**src/include/apd_pkg.sv**
```systemverilog
// constants and types shared by the power, diagnostic and identify command unit
package apd_pkg;

  // ********************************************************
  // register bus
  // ********************************************************
  localparam int unsigned ADDR_W = 4;
  localparam int unsigned DATA_W = 16;
  localparam logic [3:0] A_FEAT = 4'h0;
  localparam logic [3:0] A_SCNT = 4'h1;
  localparam logic [3:0] A_SNUM = 4'h2;
  localparam logic [3:0] A_CYLO = 4'h3;
  localparam logic [3:0] A_CYHI = 4'h4;
  localparam logic [3:0] A_DRHD = 4'h5;
  localparam logic [3:0] A_CMD = 4'h6;
  localparam logic [3:0] A_STAT = 4'h7;
  localparam logic [3:0] A_ERR = 4'h8;
  localparam logic [3:0] A_DATA = 4'h9;
  localparam logic [3:0] A_ISTAT = 4'ha;
  localparam logic [3:0] A_IEN = 4'hb;
  localparam logic [3:0] A_ICLR = 4'hc;
  localparam logic [3:0] A_CTRL = 4'hd;

  // ********************************************************
  // opcodes
  // ********************************************************
  localparam logic [7:0] OP_PWR_A = 8'h98;
  localparam logic [7:0] OP_PWR_B = 8'he5;
  localparam logic [7:0] OP_ERASE = 8'hc0;
  localparam logic [7:0] OP_DIAG = 8'h90;
  localparam logic [7:0] OP_FLUSH = 8'he7;
  localparam logic [7:0] OP_IDENT = 8'hec;

  // ********************************************************
  // result codes
  // ********************************************************
  localparam logic [7:0] PWR_STANDBY_SC = 8'h00;
  localparam logic [7:0] PWR_IDLE_SC = 8'hff;
  localparam logic [7:0] DIAG_OK = 8'h01;
  localparam logic [7:0] DIAG_FMT = 8'h02;
  localparam logic [7:0] DIAG_BUF = 8'h03;
  localparam logic [7:0] DIAG_ECC = 8'h04;
  localparam logic [7:0] DIAG_CPU = 8'h05;
  localparam logic [7:0] DIAG_PEER_FAIL = 8'h80;
  localparam logic [7:0] ERR_ABRT = 8'h04;
  localparam logic [7:0] ERR_NONE = 8'h00;

  // ********************************************************
  // field positions and reset values
  // ********************************************************
  localparam int unsigned ST_BSY = 7;
  localparam int unsigned ST_DRDY = 6;
  localparam int unsigned ST_DF = 5;
  localparam int unsigned ST_DSC = 4;
  localparam int unsigned ST_DRQ = 3;
  localparam int unsigned ST_ERR = 0;
  localparam int unsigned DH_DRV = 4;
  localparam int unsigned EV_DONE = 0;
  localparam int unsigned EV_DRQ = 1;
  localparam int unsigned EV_ERR = 2;
  localparam int unsigned IRQ_W = 3;
  localparam int unsigned CTRL_FLUSH_EN = 0;
  localparam logic [7:0] CTRL_RST = 8'h01;
  localparam logic [7:0] TF_RST = 8'h00;
  localparam logic [7:0] DIAG_RST = 8'h01;
  localparam int unsigned ID_WORDS = 256;

  typedef enum logic [2:0] {
    APD_IDLE,
    APD_PWR,
    APD_ERASE,
    APD_DIAG,
    APD_FLUSH,
    APD_IDPREP,
    APD_IDXFER
  } apd_state_t;

endpackage

```
**src/logic/apd_ident_rom.sv**
```systemverilog
// parameter block returned by the identify command, one word per index
`timescale 1ns/100ps
module apd_ident_rom #(
  parameter int unsigned WORDS = apd_pkg::ID_WORDS,
  parameter logic [15:0] CONFIG_WORD = 16'h044a
) (
  input wire logic [$clog2(WORDS)-1:0] word_idx,
  output logic [15:0] word_val
);

  // ********************************************************
  // table lookup
  // ********************************************************
  // unlisted indices are reserved or left empty and read as zero
  always_comb
  begin
    unique case (word_idx)
      0: word_val = CONFIG_WORD;
      20: word_val = 16'h0002;
      21: word_val = 16'h0002;
      50: word_val = 16'h4000;
      51: word_val = 16'h0200;
      53: word_val = 16'h0007;
      64: word_val = 16'h0003;
      65: word_val = 16'h0078;
      66: word_val = 16'h0078;
      67: word_val = 16'h0078;
      68: word_val = 16'h0078;
      76: word_val = 16'h0006;
      78: word_val = 16'h0008;
      default: word_val = 16'h0000;
    endcase
  end

endmodule

```
**src/logic/apd_cmd_unit.sv**
```systemverilog
// task-file command unit for power query, pre-erase, diagnostic, flush, identify
//
// The register addresses and the address-and-strobe port were left to the implementer.
`timescale 1ns/100ps
// What this block does
// - opcodes 98h and E5h both query power
// - standby or transitioning: busy, count 00h, interrupt
// - idle: busy, count FFh, then interrupt
// - pre-erase moves no data, may write-fault
// - sector count gives number of blocks erased
// - diagnostic ignores drive bit, master reports both
// - diagnostic code lands in error register
// - flush completes media writes before ready status
// - unsupported flush ends with aborted command
// - identify returns one sector like read
// - reserved identify words and bits read zero
module apd_cmd_unit #(
  parameter logic DRIVE_ID = 1'b0,
  parameter int unsigned ID_WORDS = apd_pkg::ID_WORDS
) (
  input wire logic sys_clk,
  input wire logic rst,
  input wire logic [apd_pkg::ADDR_W-1:0] bus_addr,
  input wire logic [apd_pkg::DATA_W-1:0] bus_wdata,
  input wire logic bus_wr,
  input wire logic bus_rd,
  output logic [apd_pkg::DATA_W-1:0] bus_rdata,
  output logic irq,
  input wire logic pwr_standby,
  input wire logic pwr_transit,
  output logic erase_req,
  output logic [27:0] erase_lba,
  output logic [8:0] erase_count,
  input wire logic erase_done,
  input wire logic erase_fault,
  output logic diag_req,
  input wire logic diag_done,
  input wire logic [7:0] diag_code,
  input wire logic peer_diag_fail,
  output logic flush_req,
  input wire logic flush_done
);

  localparam int unsigned PTR_W = $clog2(ID_WORDS);

  // ********************************************************
  // elaboration checks
  // ********************************************************
  if (ID_WORDS < 2 || ID_WORDS > 256)
  begin : g_bad_words
    $error("identify block size out of range");
  end

  // ********************************************************
  // state
  // ********************************************************
  apd_pkg::apd_state_t state_q;
  logic [7:0] feat_q;
  logic [7:0] scnt_q;
  logic [7:0] snum_q;
  logic [7:0] cylo_q;
  logic [7:0] cyhi_q;
  logic [7:0] drhd_q;
  logic [7:0] err_q;
  logic [7:0] ctrl_q;
  logic busy_q;
  logic drq_q;
  logic df_q;
  logic errb_q;
  logic [PTR_W-1:0] ptr_q;
  logic [apd_pkg::IRQ_W-1:0] ev_q;
  logic [apd_pkg::IRQ_W-1:0] istat_q;
  logic [apd_pkg::IRQ_W-1:0] ien_q;
  logic [apd_pkg::IRQ_W-1:0] iclr;
  logic [15:0] id_word;
  logic [7:0] status;
  logic host_wr;
  logic cmd_wr;
  logic data_rd;
  logic drive_hit;

  // the host may write the task file only while no command runs
  assign host_wr = bus_wr && state_q == apd_pkg::APD_IDLE;
  assign cmd_wr = host_wr && bus_addr == apd_pkg::A_CMD;
  assign data_rd = bus_rd && bus_addr == apd_pkg::A_DATA && state_q == apd_pkg::APD_IDXFER;
  // only the drive bit of drive/head matters for most opcodes
  assign drive_hit = drhd_q[apd_pkg::DH_DRV] == DRIVE_ID;
  assign iclr = (bus_wr && bus_addr == apd_pkg::A_ICLR) ? bus_wdata[apd_pkg::IRQ_W-1:0] : '0;

  assign status = {busy_q, 1'b1, df_q, 1'b1, drq_q, 2'b00, errb_q};

  // true for the two equivalent power query codes
  function automatic logic is_pwr(input logic [7:0] op);
    is_pwr = op == apd_pkg::OP_PWR_A || op == apd_pkg::OP_PWR_B;
  endfunction

  // ********************************************************
  // identify parameter table
  // ********************************************************
  apd_ident_rom #(
    .WORDS(ID_WORDS)
  ) u_rom (
    .word_idx(ptr_q),
    .word_val(id_word)
  );

  // ********************************************************
  // parameter task file
  // ********************************************************
  // host writes land here; the power query overwrites sector count
  always_ff @(posedge sys_clk)
  begin
    if (rst)
    begin
      feat_q <= apd_pkg::TF_RST;
      snum_q <= apd_pkg::TF_RST;
      cylo_q <= apd_pkg::TF_RST;
      cyhi_q <= apd_pkg::TF_RST;
      drhd_q <= apd_pkg::TF_RST;
      ctrl_q <= apd_pkg::CTRL_RST;
    end
    else if (host_wr)
    begin
      unique case (bus_addr)
        apd_pkg::A_FEAT: feat_q <= bus_wdata[7:0];
        apd_pkg::A_SNUM: snum_q <= bus_wdata[7:0];
        apd_pkg::A_CYLO: cylo_q <= bus_wdata[7:0];
        apd_pkg::A_CYHI: cyhi_q <= bus_wdata[7:0];
        apd_pkg::A_DRHD: drhd_q <= bus_wdata[7:0];
        apd_pkg::A_CTRL: ctrl_q <= bus_wdata[7:0];
        default: ;
      endcase
    end
  end

  // sector count is shared by the host and the power query result
  always_ff @(posedge sys_clk)
  begin
    if (rst)
      scnt_q <= apd_pkg::TF_RST;
    else if (state_q == apd_pkg::APD_PWR)
      scnt_q <= (pwr_standby || pwr_transit) ? apd_pkg::PWR_STANDBY_SC
                                             : apd_pkg::PWR_IDLE_SC;
    else if (host_wr && bus_addr == apd_pkg::A_SCNT)
      scnt_q <= bus_wdata[7:0];
  end

  // ********************************************************
  // command sequencer
  // ********************************************************
  // one command at a time; a new opcode is taken only from idle
  always_ff @(posedge sys_clk)
  begin
    if (rst)
    begin
      state_q <= apd_pkg::APD_IDLE;
      busy_q <= 1'b0;
      drq_q <= 1'b0;
      df_q <= 1'b0;
      errb_q <= 1'b0;
      err_q <= apd_pkg::DIAG_RST;
      ptr_q <= '0;
      ev_q <= '0;
      erase_req <= 1'b0;
      erase_lba <= '0;
      erase_count <= '0;
      diag_req <= 1'b0;
      flush_req <= 1'b0;
    end
    else
    begin
      ev_q <= '0;
      unique case (state_q)
        apd_pkg::APD_IDLE:
        begin
          if (cmd_wr)
          begin
            df_q <= 1'b0;
            errb_q <= 1'b0;
            err_q <= apd_pkg::ERR_NONE;
            if (bus_wdata[7:0] == apd_pkg::OP_DIAG)
            begin
              // runs whatever the drive bit says
              busy_q <= 1'b1;
              diag_req <= 1'b1;
              state_q <= apd_pkg::APD_DIAG;
            end
            else if (!drive_hit)
            begin
              // addressed to the other drive: leave everything alone
              df_q <= df_q;
              errb_q <= errb_q;
              err_q <= err_q;
            end
            else if (is_pwr(bus_wdata[7:0]))
            begin
              busy_q <= 1'b1;
              state_q <= apd_pkg::APD_PWR;
            end
            else if (bus_wdata[7:0] == apd_pkg::OP_ERASE)
            begin
              busy_q <= 1'b1;
              erase_req <= 1'b1;
              erase_lba <= {drhd_q[3:0], cyhi_q, cylo_q, snum_q};
              // a zero count asks for the full 256 blocks
              erase_count <= (scnt_q == 8'h00) ? 9'h100 : {1'b0, scnt_q};
              state_q <= apd_pkg::APD_ERASE;
            end
            else if (bus_wdata[7:0] == apd_pkg::OP_FLUSH && ctrl_q[apd_pkg::CTRL_FLUSH_EN])
            begin
              busy_q <= 1'b1;
              flush_req <= 1'b1;
              state_q <= apd_pkg::APD_FLUSH;
            end
            else if (bus_wdata[7:0] == apd_pkg::OP_IDENT)
            begin
              busy_q <= 1'b1;
              ptr_q <= '0;
              state_q <= apd_pkg::APD_IDPREP;
            end
            else
            begin
              // unsupported flush and unknown opcodes are aborted at once
              errb_q <= 1'b1;
              err_q <= apd_pkg::ERR_ABRT;
              ev_q[apd_pkg::EV_DONE] <= 1'b1;
              ev_q[apd_pkg::EV_ERR] <= 1'b1;
            end
          end
        end
        apd_pkg::APD_PWR:
        begin
          // sector count is loaded this same cycle
          busy_q <= 1'b0;
          ev_q[apd_pkg::EV_DONE] <= 1'b1;
          state_q <= apd_pkg::APD_IDLE;
        end
        apd_pkg::APD_ERASE:
        begin
          if (erase_done)
          begin
            erase_req <= 1'b0;
            busy_q <= 1'b0;
            df_q <= erase_fault;
            errb_q <= erase_fault;
            ev_q[apd_pkg::EV_DONE] <= 1'b1;
            ev_q[apd_pkg::EV_ERR] <= erase_fault;
            state_q <= apd_pkg::APD_IDLE;
          end
        end
        apd_pkg::APD_DIAG:
        begin
          if (diag_done)
          begin
            diag_req <= 1'b0;
            busy_q <= 1'b0;
            // the master folds the other drive's result into its code
            err_q <= diag_code | (peer_diag_fail ? apd_pkg::DIAG_PEER_FAIL
                                                 : apd_pkg::ERR_NONE);
            ev_q[apd_pkg::EV_DONE] <= 1'b1;
            state_q <= apd_pkg::APD_IDLE;
          end
        end
        apd_pkg::APD_FLUSH:
        begin
          // ready status is posted only once the media side reports done
          if (flush_done)
          begin
            flush_req <= 1'b0;
            busy_q <= 1'b0;
            ev_q[apd_pkg::EV_DONE] <= 1'b1;
            state_q <= apd_pkg::APD_IDLE;
          end
        end
        apd_pkg::APD_IDPREP:
        begin
          // same hand-off as a sector read: drop busy, raise drq, interrupt
          busy_q <= 1'b0;
          drq_q <= 1'b1;
          ev_q[apd_pkg::EV_DRQ] <= 1'b1;
          state_q <= apd_pkg::APD_IDXFER;
        end
        apd_pkg::APD_IDXFER:
        begin
          if (data_rd)
          begin
            ptr_q <= ptr_q + PTR_W'(1);
            if (ptr_q == PTR_W'(ID_WORDS - 1))
            begin
              // the whole sector has been taken
              drq_q <= 1'b0;
              ev_q[apd_pkg::EV_DONE] <= 1'b1;
              state_q <= apd_pkg::APD_IDLE;
            end
          end
        end
        default:
          state_q <= apd_pkg::APD_IDLE;
      endcase
    end
  end

  // ********************************************************
  // interrupt status, enable and output
  // ********************************************************
  // a new event beats a clear written in the same cycle
  always_ff @(posedge sys_clk)
  begin
    if (rst)
      istat_q <= '0;
    else
      istat_q <= (istat_q & ~iclr) | ev_q;
  end

  // enable register has the same layout as the status register
  always_ff @(posedge sys_clk)
  begin
    if (rst)
      ien_q <= '0;
    else if (bus_wr && bus_addr == apd_pkg::A_IEN)
      ien_q <= bus_wdata[apd_pkg::IRQ_W-1:0];
  end

  // level output, one cycle behind the status bits it reflects
  always_ff @(posedge sys_clk)
  begin
    if (rst)
      irq <= 1'b0;
    else
      irq <= |(istat_q & ien_q);
  end

  // ********************************************************
  // read path
  // ********************************************************
  // data valid the cycle after the strobe; unmapped and write-only read zero
  always_ff @(posedge sys_clk)
  begin
    if (rst)
      bus_rdata <= '0;
    else if (bus_rd)
    begin
      unique case (bus_addr)
        apd_pkg::A_FEAT: bus_rdata <= {8'h00, feat_q};
        apd_pkg::A_SCNT: bus_rdata <= {8'h00, scnt_q};
        apd_pkg::A_SNUM: bus_rdata <= {8'h00, snum_q};
        apd_pkg::A_CYLO: bus_rdata <= {8'h00, cylo_q};
        apd_pkg::A_CYHI: bus_rdata <= {8'h00, cyhi_q};
        apd_pkg::A_DRHD: bus_rdata <= {8'h00, drhd_q};
        apd_pkg::A_STAT: bus_rdata <= {8'h00, status};
        apd_pkg::A_ERR: bus_rdata <= {8'h00, err_q};
        // outside a transfer the data port reads zero
        apd_pkg::A_DATA: bus_rdata <= data_rd ? id_word : 16'h0000;
        apd_pkg::A_ISTAT: bus_rdata <= {13'h0000, istat_q};
        apd_pkg::A_IEN: bus_rdata <= {13'h0000, ien_q};
        apd_pkg::A_CTRL: bus_rdata <= {8'h00, ctrl_q};
        default: bus_rdata <= 16'h0000;
      endcase
    end
  end

endmodule

```
**config.mk**
```make
export PLATFORM = sky130hd
export DESIGN_NAME = apd_cmd_unit
export DESIGN_NICKNAME = d
export VERILOG_FILES = /design/src/include/apd_pkg.sv /design/src/logic/apd_ident_rom.sv /design/src/logic/apd_cmd_unit.sv
export SDC_FILE = /design/constraint.sdc
export NUM_CORES = 1
export LEC_CHECK = 0
export BUFFER_PORTS_ARGS = -buffer_cell sky130_fd_sc_hd__clkbuf_2
export CAP_MARGIN = 20
export CORE_MARGIN = 2
export CORE_UTILIZATION = 55
export DETAILED_ROUTE_END_ITERATION = 10
export GPL_ROUTABILITY_DRIVEN = 0
export PLACE_DENSITY = 0.79
export SETUP_SLACK_MARGIN = 0.5
export SYNTH_ARGS = -nofsm -noshare
export SYNTH_HDL_FRONTEND = slang
export SYNTH_SLANG_ARGS = --single-unit
```
**constraint.sdc**
```tcl
create_clock -name sys_clk -period 3.1 [get_ports sys_clk]
set_input_delay 0.155 -clock sys_clk [delete_from_list [all_inputs] [get_ports sys_clk]]
set_output_delay 0.155 -clock sys_clk [all_outputs]
set_load 0.005 [all_outputs]
```
==> run metrics <==
status=complete, no violations; fraction of registers with async set/reset=0; register bit total from synthesis=140; part of the Yosys area used for sequential elements=0.416; Post-synth EDFFs=0; Setup TNS Final=0 ns; clock period minus final worst setup slack=2.56 ns; Yosys cell types=74; vias in the first global route=5884; Post-DP HPWL=13.3 mm; sequential share of power=0.408; Critical Path Start Type=flop; Total GRT Usage=0.301; number of remaining DRC errors=0; clock slew at reported path FFs=0.06 ns; post-route cell area=0.00797 mm2; Static Leak=3.03 nW; combinational fraction of design power=0.053; CP required=3.41 ns; Clock Power Share=0.538; Final Non-Filler Cells=1011; maximum vdd drop=0.298 mV; hold depth=3; CTS tree=yes; Post-Syn Instances=791; Max Root-Sink Buffers=2; H-tree depth=4; CTS Sinks=140; Top delay family on crit path=simple AND/OR/NAND/NOR gates; Placed Area=0.00712 mm2; antenna viol nets, final=0; first-pass GRT wire length=30.5 mm; Slew headroom=0.495; worst-path fanout max=14; Avg Vias per Cell=6.48; fillers=942; Final nets=894; Cell Chain, Critical Path=or3_1, nor4_4, nand3_1, a21oi_2, mux2_1; DIE AREA=0.0132 mm2; TritonRoute pass-1 iters=8; area occupied by multi-input gates=0.00362 mm2; fin. max-slew vios=0; Final Power=4.47 mW; Vias=6553; WP depth=5; Hold Crit Class=in2reg; total grt overflow=0; largest stage delay on the critical path=0.56 ns; Arr. time, crit path=2.88 ns; Mapped Area=0.00674 mm2; TritonCTS Buffers=17; period utilization=0.826; Initial Utilization=0.563; Highest Clock Rate=390 MHz; Final Hold Fails=0; Worst Setup End Kind=flop; IO Pins=96; largest net degree at the start of global routing=75; RSZ-0062 raised after global routing=true; YS warnings=0; # port buffers=82; die height=115 um; Min Hold Slack=0.0336 ns; Clk Tree Root Cell=clkbuf_16; switching share of power=0.212; final setup fails=0; diodes inserted=0; Routed WL=20.3 mm; placed insts=967; initial antenna violation count=0; Syn Area/Cell=8.52 um2; clk_skew=0.00530 ns; P_int=3.52 mW; row count=40; share of layout cells above drive strength 1=0.175; actual slew at the worst max-slew pin=0.752 ns; critical path's slowest cell=or3_1; Net Sw Power=0.948 mW; Die Wd=115 um; Power Density=561 mW/mm2; Reg area=0.00280 mm2; Core Area=0.0120 mm2; Main synth FF type=dfxtp_1; Register-to-Register Path Depth=5; Crit Path Class=reg2reg; clk_lat worst skew=0.43 ns; WP buf/inv=0; Max-Cap Viols=0; iteration-0 DRC count of the detailed router=815; wire length per cell after detailed routing=20.1 um; Layout Area Growth over Synthesis=18.3%
stage by stage:
stage                util  setup WS, ns
floorplan               -         0.969
global placement    0.595         0.326
detailed placement  0.595         0.162
CTS                 0.662         0.582
global route        0.666         0.484
finish              0.666         0.539
power groups by stage:
| stage | clock [mW] | combinational [mW] | sequential, mW |
|---|---|---|---|
| after floorplan | 0 | 0.153 | 1.86 |
| after global placement | 0 | 0.212 | 1.86 |
| after detailed placement | 0 | 0.217 | 1.86 |
| after CTS | 2.41 | 0.227 | 1.83 |
| after global routing | 2.49 | 0.250 | 1.83 |
| final | 2.41 | 0.239 | 1.83 |
repair_timing:
action,4_1_cts,5_1_grt
hold buffers,8,0
gates resized for setup,2,3
pin swaps,0,3
gates cloned,0,1
endpoints found under the setup margin,37,39
buffers inserted,0,3
hold endpoints to repair,8,0
registers in the layout, summed over array words and instances, names as in the netlist, 3 cells and up:
name / count
drhd_q: 8
ptr_q: 8
feat_q: 8
ien_q: 3
snum_q: 8
erase_lba: 28
state_q: 3
ev_q: 3
cyhi_q: 8
istat_q: 3
bus_rdata: 11
cylo_q: 8
ctrl_q: 8
err_q: 8
erase_count: 9
scnt_q: 8
final timing paths:
check	to	startpoint	slack [ns]
worst max-delay path	ptr_q[1]	state_q[0]	0.54
worst max register to register	ptr_q[1]	state_q[0]	0.54
worst min register to register	erase_lba[2]	erase_lba[2]	0.45
worst min-delay path	err_q[7]	diag_code[7]	0.03
worst register-to-register path, delay by kind of cell (launching register included):
family / cells / cell delay [ns]
AO/OA/AOI/OAI: 1 / 0.42
flip-flops: 1 / 0.47
multiplexers: 1 / 0.36
AND/OR/NAND/NOR: 3 / 1.20
synth_stat cells (4+ instances only):
cell,number,area (um2)
ha_1,4,50.1
and3_1,9,56.3
nor4_1,5,31.3
a31oi_1,11,68.8
buf_6,4,45.0
o211ai_1,6,45.0
a32o_1,4,40.0
nor2_1,74,278
o2bb2ai_1,4,35.0
nand4_1,5,31.3
a2111oi_0,5,43.8
nand3b_1,8,60.1
dfxtp_1,140,2800
and2_1,4,25.0
mux2i_1,57,571
nand3_1,31,155
inv_1,14,52.6
a211oi_1,8,60.1
a21oi_1,62,310
clkbuf_1,46,173
nor2b_1,9,56.3
or4_1,5,37.5
or3_1,4,25.0
o21ai_0,18,90.1
buf_1,4,15.0
o41ai_1,4,35.0
nor3_1,9,45.0
a311oi_1,9,78.8
buf_4,6,45.0
nand2_1,118,443
buf_2,9,45.0
a221oi_1,8,70.1
nor3b_1,8,60.1
a32oi_1,8,70.1
nand2b_1,7,43.8
logic make-up after synthesis:
family,after synthesis,share of synthesized area
flops,140,0.416
buf+inv,84,0.0563
simple gates,321,0.239
fa+ha+maj,4,0.00743
other cells,1,0.000557
mux,64,0.101
compound gates,175,0.177
xor+xnor,2,0.00260
area by class of cell:
type	instances	share of cell area
clock inverter	10	0.0295
sequential	140	0.352
clock buffer	22	0.0582
timing repair buffer	105	0.0765
multi-input combinational	572	0.454
inverter	15	0.00706
tap	147	0.0231
cells in the final DEF (no fill, tap or decap), types with 5 or more instances in the layout:
cell           instances
dfxtp_1              140
and3_1                 9
nand4_1                5
a32oi_1                8
a221oi_1               8
nand3_1               31
o211ai_1               6
nor2b_1                9
nor2_1                74
nand3b_1               8
nor4_1                 5
clkbuf_16             17
a2111oi_0              5
nand2_1              118
o21ai_0               18
mux2i_1               57
a21oi_1               62
a31oi_1               11
or4_1                  5
bufinv_16              7
nand2b_1               7
buf_4                 15
a311oi_1               9
conb_1                 5
nor3_1                 9
a211oi_1               8
dlygate4sd3_1          8
nor3b_1                8
inv_1                 14
clkbuf_2              81
metal layers:
metal	GRT usage	vias to the layer above	routed length, um
li1	-	2977	-
met5	0	-	0
met4	0.124	0	771
met1	0.400	3026	8000
met3	0.0625	77	2460
met2	0.479	473	9040
Power figures use the tool's default switching activity.
